===== config.mk =====
export PLATFORM = sky130hd
export DESIGN_NAME = fan_speed_monitor_status
export DESIGN_NICKNAME = d
export VERILOG_FILES = /design/src/common/fan_speed_pkg.sv /design/src/fan_speed_monitor_status.sv /design/src/speed_edge_counter.sv
export SDC_FILE = /design/constraint.sdc
export NUM_CORES = 1
export LEC_CHECK = 0
export ABC_AREA = 0
export ABC_CLOCK_PERIOD_IN_PS = 6460
export BUFFER_PORTS_ARGS = -buffer_cell sky130_fd_sc_hd__buf_2
export CAP_MARGIN = 20
export CORE_MARGIN = 8
export CORE_UTILIZATION = 35
export CTS_CLUSTER_DIAMETER = 120
export DETAILED_ROUTE_END_ITERATION = 7
export GPL_TIMING_DRIVEN = 0
export PLACE_DENSITY = 0.5
export SYNTH_ARGS = -nofsm -noshare
export SYNTH_HDL_FRONTEND = slang
export SYNTH_HIERARCHICAL = 1
export SYNTH_SLANG_ARGS = --single-unit

===== constraint.sdc =====
create_clock -name aclk -period 6.46 [get_ports aclk]
set_clock_uncertainty 0.05 [all_clocks]
set_input_delay 0.646 -clock aclk [delete_from_list [all_inputs] [get_ports aclk]]
set_output_delay 0.646 -clock aclk [all_outputs]
set_load 0.005 [all_outputs]

===== src/common/fan_speed_pkg.sv =====
package fan_speed_pkg;

   // ----------------------------------------------------------------
   // Register map
   // ----------------------------------------------------------------
   localparam int          ADDR_W         = 8;
   localparam logic [7:0]  CTRL_OFFSET    = 8'h00;
   localparam logic [7:0]  STATUS_OFFSET  = 8'h04;
   localparam logic [7:0]  HIGH_OFFSET    = 8'h08;
   localparam logic [7:0]  LOW_OFFSET     = 8'h0C;

   localparam int          STAT_RANGE_BIT  = 0;
   localparam int          STAT_PIN_BIT    = 1;
   localparam int          STAT_TOGGLE_BIT = 2;
   localparam int          STAT_READY_BIT  = 3;

   localparam int          CTRL_RANGE_EN_BIT  = 0;
   localparam int          CTRL_MODE_BIT      = 10;
   localparam int          CTRL_EDGES_LSB     = 11;
   localparam int          CTRL_TOGGLE_EN_BIT = 14;
   localparam int          CTRL_READY_EN_BIT  = 15;
   localparam int          CTRL_COUNT_LSB     = 16;

   localparam int          CNT_W       = 16;
   localparam logic [15:0] HIGH_RESET  = 16'hFFFF;
   localparam logic [15:0] LOW_RESET   = 16'h0000;

   localparam logic [1:0]  RESP_OKAY   = 2'h0;
   localparam logic [1:0]  RESP_SLVERR = 2'h2;

   // ----------------------------------------------------------------
   // Timing
   // ----------------------------------------------------------------
   localparam int CLK_PERIOD_PS  = 8000;
   localparam int REF_PERIOD_NS  = 10000;
   localparam int REF_DIV_CYCLES = (REF_PERIOD_NS * 1000) / CLK_PERIOD_PS;

   // Number of input edges that close one measurement interval.
   function automatic logic [3:0] edges_needed(input logic [1:0] sel);
      unique case (sel)
         2'h0: edges_needed = 4'h2;
         2'h1: edges_needed = 4'h3;
         2'h2: edges_needed = 4'h5;
         2'h3: edges_needed = 4'h9;
      endcase
   endfunction

endpackage


===== src/fan_speed_monitor_status.sv =====
// Operation
// RQ1: In interval mode the ready flag (bit 3) sets each time a count is latched.
// RQ2: In edge-count mode the ready flag stays 0 and never sets.
// RQ3: Writing 1 clears the ready flag; with its enable set it raises the interrupt.
// RQ4: The toggle flag (bit 2) sets on every rising or falling input change.
// RQ5: Writing 1 clears the toggle flag; with its enable set it raises the interrupt.
// RQ6: Bit 1 reads the present level of the speed-sense input.
// RQ7: The range flag (bit 0) sets while the count is above high or below low limit.
// RQ8: Writing 1 clears the range flag; with its enable set it raises the interrupt.
// RQ9: Software wanting no range events programs the limits to their extremes.
// RQ10: Software reads the flags at start-up, as a stuck input never toggles.
// RQ11: The high trip is strictly greater than the high limit, which resets to all ones.
// RQ12: The low limit resets to zero, which disables the low trip.
// RQ13: In interval mode reference ticks are counted and latched after the set edges.
// RQ14: The interrupt is the OR of the enabled flags and drops when they are cleared.
//
// Implementation choice: the AXI4-Lite slave port.
`timescale 1ns/1ps
`default_nettype none

module fan_speed_monitor_status
   import fan_speed_pkg::*;
(
   input  wire logic              aclk,
   input  wire logic              aresetn,
   input  wire logic [ADDR_W-1:0] s_axi_awaddr,
   input  wire logic              s_axi_awvalid,
   output logic                   s_axi_awready,
   input  wire logic [31:0]       s_axi_wdata,
   input  wire logic [3:0]        s_axi_wstrb,
   input  wire logic              s_axi_wvalid,
   output logic                   s_axi_wready,
   output logic [1:0]             s_axi_bresp,
   output logic                   s_axi_bvalid,
   input  wire logic              s_axi_bready,
   input  wire logic [ADDR_W-1:0] s_axi_araddr,
   input  wire logic              s_axi_arvalid,
   output logic                   s_axi_arready,
   output logic [31:0]            s_axi_rdata,
   output logic [1:0]             s_axi_rresp,
   output logic                   s_axi_rvalid,
   input  wire logic              s_axi_rready,
   input  wire logic              tach_in,
   output logic                   monitor_irq
);

   // ----------------------------------------------------------------
   // State
   // ----------------------------------------------------------------
   logic              aw_held_q, w_held_q;
   logic [ADDR_W-1:0] awaddr_q;
   logic [31:0]       wdata_q;
   logic [3:0]        wstrb_q;
   logic              wr_fire;
   logic              range_irq_enable_q, toggle_irq_enable_q, ready_irq_enable_q;
   logic              mode_select_q;
   logic [1:0]        edge_select_q;
   logic [CNT_W-1:0]  upper_count_bound_q, lower_count_bound_q;
   logic              tach_q, primed_q, tach_change, tach_rise;
   logic [CNT_W-1:0]  edge_count_value;
   logic              count_latched, out_of_range;
   logic              range_violation_flag_q, toggle_flag_q, ready_flag_q;
   logic              clr_range, clr_toggle, clr_ready;
   logic [31:0]       status_word, ctrl_word;

   function automatic logic hit(input logic [ADDR_W-1:0] a, input logic [7:0] off);
      hit = (a[ADDR_W-1:2] == off[ADDR_W-1:2]);
   endfunction

   function automatic logic mapped(input logic [ADDR_W-1:0] a);
      mapped = hit(a, CTRL_OFFSET) || hit(a, STATUS_OFFSET)
               || hit(a, HIGH_OFFSET) || hit(a, LOW_OFFSET);
   endfunction

   function automatic logic [15:0] merge16(input logic [15:0] old, input logic [31:0] d,
                                           input logic [3:0] s);
      merge16 = {s[1] ? d[15:8] : old[15:8], s[0] ? d[7:0] : old[7:0]};
   endfunction

   // ----------------------------------------------------------------
   // Write channel
   // ----------------------------------------------------------------
   assign s_axi_awready = !aw_held_q && !s_axi_bvalid;
   assign s_axi_wready  = !w_held_q && !s_axi_bvalid;
   assign wr_fire       = aw_held_q && w_held_q && !s_axi_bvalid;

   always_ff @(posedge aclk) begin
      if (!aresetn || wr_fire) begin
         aw_held_q <= 1'b0;
      end else if (s_axi_awvalid && s_axi_awready) begin
         aw_held_q <= 1'b1;
         awaddr_q  <= s_axi_awaddr;
      end
   end

   always_ff @(posedge aclk) begin
      if (!aresetn || wr_fire) begin
         w_held_q <= 1'b0;
      end else if (s_axi_wvalid && s_axi_wready) begin
         w_held_q <= 1'b1;
         wdata_q  <= s_axi_wdata;
         wstrb_q  <= s_axi_wstrb;
      end
   end

   always_ff @(posedge aclk) begin
      if (!aresetn) begin
         s_axi_bvalid <= 1'b0;
         s_axi_bresp  <= RESP_OKAY;
      end else if (wr_fire) begin
         s_axi_bvalid <= 1'b1;
         s_axi_bresp  <= mapped(awaddr_q) ? RESP_OKAY : RESP_SLVERR;
      end else if (s_axi_bready) begin
         s_axi_bvalid <= 1'b0;
      end
   end

   // ----------------------------------------------------------------
   // Control and limit registers
   // ----------------------------------------------------------------
   always_ff @(posedge aclk) begin
      if (!aresetn) begin
         range_irq_enable_q  <= 1'b0;
         mode_select_q       <= 1'b0;
         edge_select_q       <= 2'h0;
         toggle_irq_enable_q <= 1'b0;
         ready_irq_enable_q  <= 1'b0;
      end else if (wr_fire && hit(awaddr_q, CTRL_OFFSET)) begin
         if (wstrb_q[0]) begin
            range_irq_enable_q <= wdata_q[CTRL_RANGE_EN_BIT];
         end
         if (wstrb_q[1]) begin
            mode_select_q       <= wdata_q[CTRL_MODE_BIT];
            edge_select_q       <= wdata_q[CTRL_EDGES_LSB +: 2];
            toggle_irq_enable_q <= wdata_q[CTRL_TOGGLE_EN_BIT];
            ready_irq_enable_q  <= wdata_q[CTRL_READY_EN_BIT];
         end
      end
   end

   always_ff @(posedge aclk) begin
      if (!aresetn) begin
         upper_count_bound_q <= HIGH_RESET; // see RQ11
         lower_count_bound_q <= LOW_RESET; // see RQ12
      end else if (wr_fire && hit(awaddr_q, HIGH_OFFSET)) begin
         upper_count_bound_q <= merge16(upper_count_bound_q, wdata_q, wstrb_q);
      end else if (wr_fire && hit(awaddr_q, LOW_OFFSET)) begin
         lower_count_bound_q <= merge16(lower_count_bound_q, wdata_q, wstrb_q);
      end
   end

   // ----------------------------------------------------------------
   // Speed-sense input and counter
   // ----------------------------------------------------------------
   // The first sample after reset only primes the history, so a level
   // already present at start-up is not mistaken for a transition.
   always_ff @(posedge aclk) begin
      if (!aresetn) begin
         tach_q   <= 1'b0;
         primed_q <= 1'b0;
      end else begin
         tach_q   <= tach_in; // see RQ6
         primed_q <= 1'b1;
      end
   end

   assign tach_change = primed_q && (tach_in != tach_q); // see RQ4
   assign tach_rise   = tach_change && tach_in;

   speed_edge_counter #(
      .W   (CNT_W),
      .DIV (REF_DIV_CYCLES)
   ) u_counter (
      .aclk          (aclk),
      .aresetn       (aresetn),
      .mode_select   (mode_select_q),
      .edge_select   (edge_select_q),
      .tach_rise     (tach_rise),
      .tach_change   (tach_change),
      .count_value   (edge_count_value),
      .count_latched (count_latched)
   );

   assign out_of_range = (edge_count_value > upper_count_bound_q) // see RQ11
                         || (edge_count_value < lower_count_bound_q); // see RQ7

   // ----------------------------------------------------------------
   // Status flags
   // ----------------------------------------------------------------
   assign clr_range  = wr_fire && hit(awaddr_q, STATUS_OFFSET) && wstrb_q[0]
                       && wdata_q[STAT_RANGE_BIT];
   assign clr_toggle = wr_fire && hit(awaddr_q, STATUS_OFFSET) && wstrb_q[0]
                       && wdata_q[STAT_TOGGLE_BIT];
   assign clr_ready  = wr_fire && hit(awaddr_q, STATUS_OFFSET) && wstrb_q[0]
                       && wdata_q[STAT_READY_BIT];

   // A new event in the clearing cycle wins, so no event is lost.
   always_ff @(posedge aclk) begin
      if (!aresetn) begin
         range_violation_flag_q <= 1'b0;
      end else if (out_of_range) begin
         range_violation_flag_q <= 1'b1; // see RQ7
      end else if (clr_range) begin
         range_violation_flag_q <= 1'b0; // see RQ8
      end
   end

   always_ff @(posedge aclk) begin
      if (!aresetn) begin
         toggle_flag_q <= 1'b0;
      end else if (tach_change) begin
         toggle_flag_q <= 1'b1; // see RQ4
      end else if (clr_toggle) begin
         toggle_flag_q <= 1'b0; // see RQ5
      end
   end

   always_ff @(posedge aclk) begin
      if (!aresetn || !mode_select_q) begin
         ready_flag_q <= 1'b0; // see RQ2
      end else if (count_latched) begin
         ready_flag_q <= 1'b1; // see RQ1
      end else if (clr_ready) begin
         ready_flag_q <= 1'b0; // see RQ3
      end
   end

   assign monitor_irq = (range_violation_flag_q && range_irq_enable_q) // see RQ8
                        || (toggle_flag_q && toggle_irq_enable_q) // see RQ5
                        || (ready_flag_q && ready_irq_enable_q); // see RQ14

   // ----------------------------------------------------------------
   // Read channel
   // ----------------------------------------------------------------
   assign status_word = {28'h0000000, ready_flag_q, toggle_flag_q, tach_q,
                         range_violation_flag_q}; // see RQ6
   assign ctrl_word   = {edge_count_value, ready_irq_enable_q, toggle_irq_enable_q, 1'b0,
                         edge_select_q, mode_select_q, 9'h000, range_irq_enable_q};
   assign s_axi_arready = !s_axi_rvalid;

   always_ff @(posedge aclk) begin
      if (!aresetn) begin
         s_axi_rvalid <= 1'b0;
         s_axi_rdata  <= 32'h00000000;
         s_axi_rresp  <= RESP_OKAY;
      end else if (s_axi_arvalid && s_axi_arready) begin
         s_axi_rvalid <= 1'b1;
         s_axi_rresp  <= mapped(s_axi_araddr) ? RESP_OKAY : RESP_SLVERR;
         if (hit(s_axi_araddr, CTRL_OFFSET)) begin
            s_axi_rdata <= ctrl_word;
         end else if (hit(s_axi_araddr, STATUS_OFFSET)) begin
            s_axi_rdata <= status_word;
         end else if (hit(s_axi_araddr, HIGH_OFFSET)) begin
            s_axi_rdata <= {16'h0000, upper_count_bound_q};
         end else if (hit(s_axi_araddr, LOW_OFFSET)) begin
            s_axi_rdata <= {16'h0000, lower_count_bound_q};
         end else begin
            s_axi_rdata <= 32'h00000000;
         end
      end else if (s_axi_rready) begin
         s_axi_rvalid <= 1'b0;
      end
   end

   logic stat_rd;
   assign stat_rd = s_axi_arvalid && s_axi_arready && hit(s_axi_araddr, STATUS_OFFSET);
endmodule

`default_nettype wire


===== src/speed_edge_counter.sv =====
`timescale 1ns/1ps
`default_nettype none

module speed_edge_counter
   import fan_speed_pkg::*;
#(
   parameter int W   = CNT_W,
   parameter int DIV = REF_DIV_CYCLES
) (
   input  wire logic         aclk,
   input  wire logic         aresetn,
   input  wire logic         mode_select,
   input  wire logic [1:0]   edge_select,
   input  wire logic         tach_rise,
   input  wire logic         tach_change,
   output logic      [W-1:0] count_value,
   output logic              count_latched
);

   // ----------------------------------------------------------------
   // Reference tick divider
   // ----------------------------------------------------------------
   logic [11:0]  div_q;
   logic         ref_tick;
   logic [W-1:0] cnt_q;
   logic [3:0]   edges_q;
   logic         armed_q;
   logic         close_now;

   assign ref_tick = (div_q == 12'(DIV - 1));

   always_ff @(posedge aclk) begin
      if (!aresetn || ref_tick) begin
         div_q <= 12'h000;
      end else begin
         div_q <= div_q + 12'h001;
      end
   end

   // ----------------------------------------------------------------
   // Interval measurement
   // ----------------------------------------------------------------
   // The interval is opened by the first edge, so it does not start mid-period.
   assign close_now = mode_select && armed_q && tach_change
                      && (edges_q + 4'h1 == edges_needed(edge_select));

   always_ff @(posedge aclk) begin
      if (!aresetn || !mode_select) begin
         armed_q <= 1'b0;
         edges_q <= 4'h0;
      end else if (tach_change) begin
         armed_q <= 1'b1;
         edges_q <= close_now ? 4'h1 : edges_q + 4'h1;
      end
   end

   // Saturates instead of wrapping, so an interval longer than the count range latches as slowest.
   always_ff @(posedge aclk) begin
      if (!aresetn || !mode_select || close_now || !armed_q) begin
         cnt_q <= '0;
      end else if (ref_tick && cnt_q != '1) begin
         cnt_q <= cnt_q + W'(1);
      end
   end

   always_ff @(posedge aclk) begin
      if (!aresetn) begin
         count_value <= '0;
      end else if (close_now) begin
         count_value <= cnt_q; // see RQ13
      end else if (!mode_select && tach_rise && count_value != '1) begin
         count_value <= count_value + W'(1);
      end
   end

   always_ff @(posedge aclk) begin
      if (!aresetn) begin
         count_latched <= 1'b0;
      end else begin
         count_latched <= close_now; // see RQ13
      end
   end

endmodule

`default_nettype wire


Word level (Yosys, flattened, before mapping)
Cells that the tools add are included.
{"block": "classes", "add_sub_neg": 4, "mul": 0, "div_mod_pow": 0, "order_cmp": 2, "eq_ne": 14, "shift": 0, "n_mux": 21, "bitwise": 2, "reduce_logical": 64}
{"cell": "16-bit two-way mux", "count": 5}
{"cell": "16-bit by 1-bit adder with 16-bit output (second input constant)", "count": 2}
{"cell": "32-bit two-way mux", "count": 1}
{"cell": "16-bit != test (second input constant)", "count": 2}
{"cell": "1-bit logical AND", "count": 26}
{"cell": "6-bit by 2-bit == test with 1-bit output (second input constant)", "count": 4}
{"cell": "16-bit > comparator", "count": 1}
{"cell": "16-bit < comparator", "count": 1}
{"cell": "4-bit one-hot mux with 4 select lines", "count": 1}
{"cell": "1-bit logical OR", "count": 14}
{"cell": "12-bit by 1-bit adder with 12-bit output (second input constant)", "count": 1}
{"cell": "12-bit by 11-bit == test with 1-bit output (second input constant)", "count": 1}
{"cell": "6-bit by 1-bit == test with 1-bit output (second input constant)", "count": 2}
{"cell": "6-bit logical NOT", "count": 2}
{"cell": "2-bit AND reduction", "count": 6}
{"cell": "2-bit nonzero test", "count": 6}
{"cell": "1-bit two-way mux", "count": 11}
{"cell": "1-bit logical NOT", "count": 7}
{"cell": "3-bit AND reduction", "count": 2}
{"cell": "4-bit by 1-bit adder with 4-bit output (second input constant)", "count": 1}
{"cell": "2-bit == test (second input constant)", "count": 2}
{"cell": "4-bit == test", "count": 1}
{"cell": "2-bit two-way mux", "count": 2}
{"cell": "4-bit two-way mux", "count": 1}
{"cell": "other kinds (4)", "count": 5}
{"block": "totals", "regBits": 159, "latchBits": 0, "ramBits": 0, "romBits": 0, "memories": 0}

Longest topological paths before layout
{"block": "logic_depth", "depth_word": 7, "ltp_mapped": 8}

Hierarchy
Netlist, hierarchy kept.
{"mod": "fan_speed_monitor_status", "n_inst": 1, "cells_per_inst": 469, "area_per_inst_um2": 4770.8}
{"mod": "speed_edge_counter", "n_inst": 1, "cells_per_inst": 328, "area_per_inst_um2": 2798.9}

Least setup slack after synthesis
No wires, ideal clock.
{"block": "synth_path", "path_kind": "in2reg", "startpoint": "in tach_in", "endpoint": "reg u_counter.cnt_q[13]", "setup_ns": 0.122, "arrival_ns": 2.293, "required_time_ns": 6.288, "slack_ns": 3.996, "cell_stages": 8, "path_cell_list": "xor2_1 and2_1 clkbuf_1 nand4_1 a211o_2 o2111ai_2 buf_4 a21oi_1"}
{"block": "synth_via", "elab_chain_len": 6}
{"element": "from (decl)", "line": "fan_speed_monitor_status.sv:43", "text": "input wire logic tach_in,"}
{"element": "1-bit != test", "line": "fan_speed_monitor_status.sv:167", "text": "assign tach_change = primed_q && (tach_in != tach_q);"}
{"element": "1-bit logical AND", "line": "fan_speed_monitor_status.sv:167"}
{"element": "via tach_change", "line": "fan_speed_monitor_status.sv:59", "text": "logic tach_q, primed_q, tach_change, tach_rise;"}
{"element": "1-bit logical AND", "line": "speed_edge_counter.sv:44", "text": "assign close_now = mode_select && armed_q && tach_change"}
{"element": "1-bit logical AND", "line": "speed_edge_counter.sv:45", "text": "&& (edges_q + 4'h1 == edges_needed(edge_select));"}
{"element": "1-bit logical OR (2 in series)", "line": "speed_edge_counter.sv:59", "text": "if (!aresetn || !mode_select || close_now || !armed_q) begin"}
{"element": "to (signal assigned)", "line": "speed_edge_counter.sv:62", "text": "cnt_q <= cnt_q + W'(1);"}
{"element": "to (decl)", "line": "speed_edge_counter.sv:25", "text": "logic [W-1:0] cnt_q;"}
The timed path passes the listed nets, and every way through them passes these cells.
A chain may end at the register's enable or synchronous reset.

Worst setup path after layout
{"block": "layout_path", "startpoint": "reg tach_q", "endpoint": "reg u_counter.count_value[5]"}
{"block": "layout_via", "elab_chain_len": 6, "word_cells_on_any_way": 9, "cone_classes": "1 x eq/ne; 1 x mux; 7 x reduce/logical"}
{"element": "from (decl)", "line": "fan_speed_monitor_status.sv:59"}
{"element": "from (signal assigned)", "line": "fan_speed_monitor_status.sv:162", "text": "tach_q <= tach_in;"}
{"element": "1-bit != test *", "line": "fan_speed_monitor_status.sv:167"}
{"element": "1-bit logical AND *", "line": "fan_speed_monitor_status.sv:167"}
{"element": "via tach_change", "line": "fan_speed_monitor_status.sv:59"}
{"element": "1-bit logical AND", "line": "fan_speed_monitor_status.sv:168", "text": "assign tach_rise = tach_change && tach_in;"}
{"element": "1-bit logical AND (2 in series)", "line": "speed_edge_counter.sv:71", "text": "end else if (!mode_select && tach_rise && count_value != '1) begin"}
{"element": "2-bit nonzero test (no source line)"}
{"element": "to (signal assigned)", "line": "speed_edge_counter.sv:70", "text": "count_value <= cnt_q;"}
{"element": "to (signal assigned)", "line": "speed_edge_counter.sv:72", "text": "count_value <= count_value + W'(1);"}
{"element": "to (decl)", "line": "speed_edge_counter.sv:16", "text": "output logic [W-1:0] count_value,"}
Mark *: on every way through the listed nets, which the timed path passes. The rest lies on a longest branch.

==> metrics.cfg <==
[setup_path]
worstRegToRegCells=8
cp.required_ns=6.74
crit_path_end_kind=flip-flop
critical_path_class=flip-flop to flip-flop
crit_fanout=10
setup.worst_path.start_class=flip-flop
cp.arrival_ns=3.04

[flow_run]
maxCapViolations=0

[timing]
worst_slew_pin_slew_ns=0.932
finalSetupViolations=0
rsz0062_at_grt=no
setup_slack_ns=3.69
hold_violations=0
slew_headroom_pct=37.9
period_share_pct=42.8
finalMaxSlewViolations=0
period_needed_ns=2.77
fin_tns_setup_ns=0
fmax_ghz=0.361

[drt]
ant_nets=0
vias_per_cell=5.25
routed_wl_um=21500
vias=6231
first_pass_iters=5
wl_per_cell_um=18.1
first_iter_violations=510
drc=0

[placed_design]
hpwlAfterDp_um=16100
post-place-ws_ns=3.34
place_area_sq_um=8300
gp_congestion=0.833
port_buffers=76

[yosys]
netlist_area_sq_um=7570
yosysWarnings=6
avgSynthCellArea_sq_um=9.50
ys_seq_area_share_pct=44.2
synth_edf_count=24
ys_ff_latch=155
synth.distinct_cells=76
synthFlopType=dfxtp_1
async_flop_share_pct=0
synthCells=797

[floorplan]
initial_core_util_pct=35.1
dieWidth_um=163
die-area_sq_um=26600
ios=102
rows=54
die_h_um=163
core_area_sq_um=21600

[min_path]
hold_class=primary input to flip-flop
worstHoldPathCells=1

[power]
p_per_area_nw_per_um2=236
p_leak_nw=3.48
ir_drop_v=0.000154

[run_status]
status=finished clean

[grt]
grt_max_degree=19
grt_antenna_before_repair=0
grt_pass1_vias=6034
grt_overflow=0
grt_pass1_wl_um=34500
grt_use_total_pct=16.7

[cells_and_area]
mostFrequentLayoutCells=dfxtp_1, buf_2, nor2b_1, nand2_1, inv_1
nNetsFinal=989
final_util_pct=41.2
finish.instance_area_sq_um=8880
antenna_cells=0
area_growth_syn_to_layout_pct=17.4
layout_commonest_cell=dfxtp_1
multi_input_area_sq_um=3850
layout-drive-gt1-share_pct=16.8
fillers=2161
ff_latch_area_sq_um=3340

[clock_network]
postCtsResizedCells=0
clk_transition_reported_paths_ns=0.07
cts_tree=yes
post-cts-setup-buffers=0
htreeDepth=4
cts.sinks=155
cts_buffers=17
cts-root-buf=clkbuf_16
clockBufferDepth=2
postCtsHoldBufs=0
clkLatencyLatePin_ns=0.43

-- registers in the layout, summed over array words and instances (netlist names), 2 cells and up --
name,flops
wdata_q,16
edge_select_q,2
u_counter/count_value,16
u_counter/edges_q,4
upper_count_bound_q,16
lower_count_bound_q,16
s_axi_rdata,32
awaddr_q,6
u_counter/div_q,12
wstrb_q,2
u_counter/cnt_q,16
-- kinds of logic (layout without fill, tap and decap cells) --
logic type               Yosys count  in the layout  synth area share [%]
adder cells (fa/ha/maj)           36             36                  5.95
multiplexers                      30             30                  4.05
other                              1              2                0.0495
buffers and inverters             89            197                  4.98
flip-flops                       155            155                  44.2
AND/OR/NAND/NOR                  270            270                  19.5
XOR/XNOR                          20             20                  2.31
AO/OA/AOI/OAI                    196            196                  19.0
-- stage by stage --
step	cells	hold WS (ns)	total power, mW
after floorplan	798	0.395	1.08
after global placement	1154	0.417	1.12
after detailed placement	1154	0.426	1.12
after CTS	1186	0.317	2.13
after global routing	1186	0.310	2.18
final	1186	0.335	2.10
-- synthesized netlist by cell type (3+ instances only) --
master | count | area (sq um)
a211oi_1 | 7 | 52.6
clkbuf_1 | 23 | 86.3
buf_2 | 12 | 60.1
nand2_1 | 59 | 221
inv_1 | 46 | 173
dfxtp_1 | 131 | 2620
and3_1 | 8 | 50.1
nand2b_1 | 7 | 43.8
buf_4 | 5 | 37.5
nand4_1 | 14 | 87.6
mux2i_1 | 25 | 250
nor2_1 | 44 | 165
a32o_1 | 3 | 30.0
a21oi_1 | 27 | 135
mux2_2 | 5 | 56.3
ha_1 | 36 | 450
o211a_1 | 4 | 40.0
a222oi_1 | 6 | 60.1
or3_1 | 9 | 56.3
a21o_1 | 6 | 45.0
a311oi_1 | 7 | 61.3
o211ai_1 | 25 | 188
nor3_1 | 3 | 15.0
a2111oi_0 | 4 | 35.0
a22oi_1 | 27 | 203
or4_1 | 4 | 30.0
o21a_1 | 4 | 30.0
or2_2 | 3 | 18.8
edfxtp_1 | 24 | 721
o21ai_0 | 30 | 150
nand3_1 | 29 | 145
a21boi_0 | 6 | 45.0
xnor2_1 | 7 | 61.3
nor2b_1 | 59 | 369
xor2_1 | 13 | 114
and2_1 | 7 | 43.8
a32oi_1 | 4 | 35.0
nor4_1 | 10 | 62.6
a31oi_1 | 12 | 75.1
-- metal layers --
metal	up-vias	global-route usage [%]	wire length, um	part of all wire (%)
met4	0	4.50	238	1.1
met5	-	0	0	0
li1	3131	-	-	-
met2	175	24.9	9210	43
met1	2901	23.7	11000	51
met3	24	3.68	1080	5.0
-- critical path: stages, from the launching register on --
cell and delay, ns:
dfxtp_1 0.42, xor2_1 0.17, and2_1 0.21, clkbuf_1 0.36, nand4_1 0.24, a211oi_4 0.45, buf_2 0.36, nand3_1 0.12
a311oi_1 0.27
-- cell type report --
| class | count | area share (%) |
|---|---|---|
| Sequential cell | 155 | 37.6 |
| Clock inverter | 14 | 1.70 |
| Multi-Input combinational cell | 554 | 43.4 |
| Timing Repair Buffer | 76 | 4.28 |
| Buffer | 42 | 2.25 |
| Tap cell | 280 | 3.94 |
| Inverter | 47 | 1.99 |
| Clock buffer | 18 | 4.83 |
-- report_power, final --
part	internal (mW)	leakage (nW)	switching, mW
combinational	0.0334	1.92	0.0562
clock	0.549	0.285	0.452
sequential	0.995	1.28	0.0123
-- worst paths after layout --
path,startpoint,to,slack [ns]
max,tach_q,u_counter/count_value[5],3.69
max reg2reg,tach_q,u_counter/count_value[5],3.69
min,s_axi_wdata[6],wdata_q[6],0.33
min reg2reg,u_counter/div_q[0],u_counter/div_q[0],0.44
No activity file was read; power rests on OpenSTA's default activity.
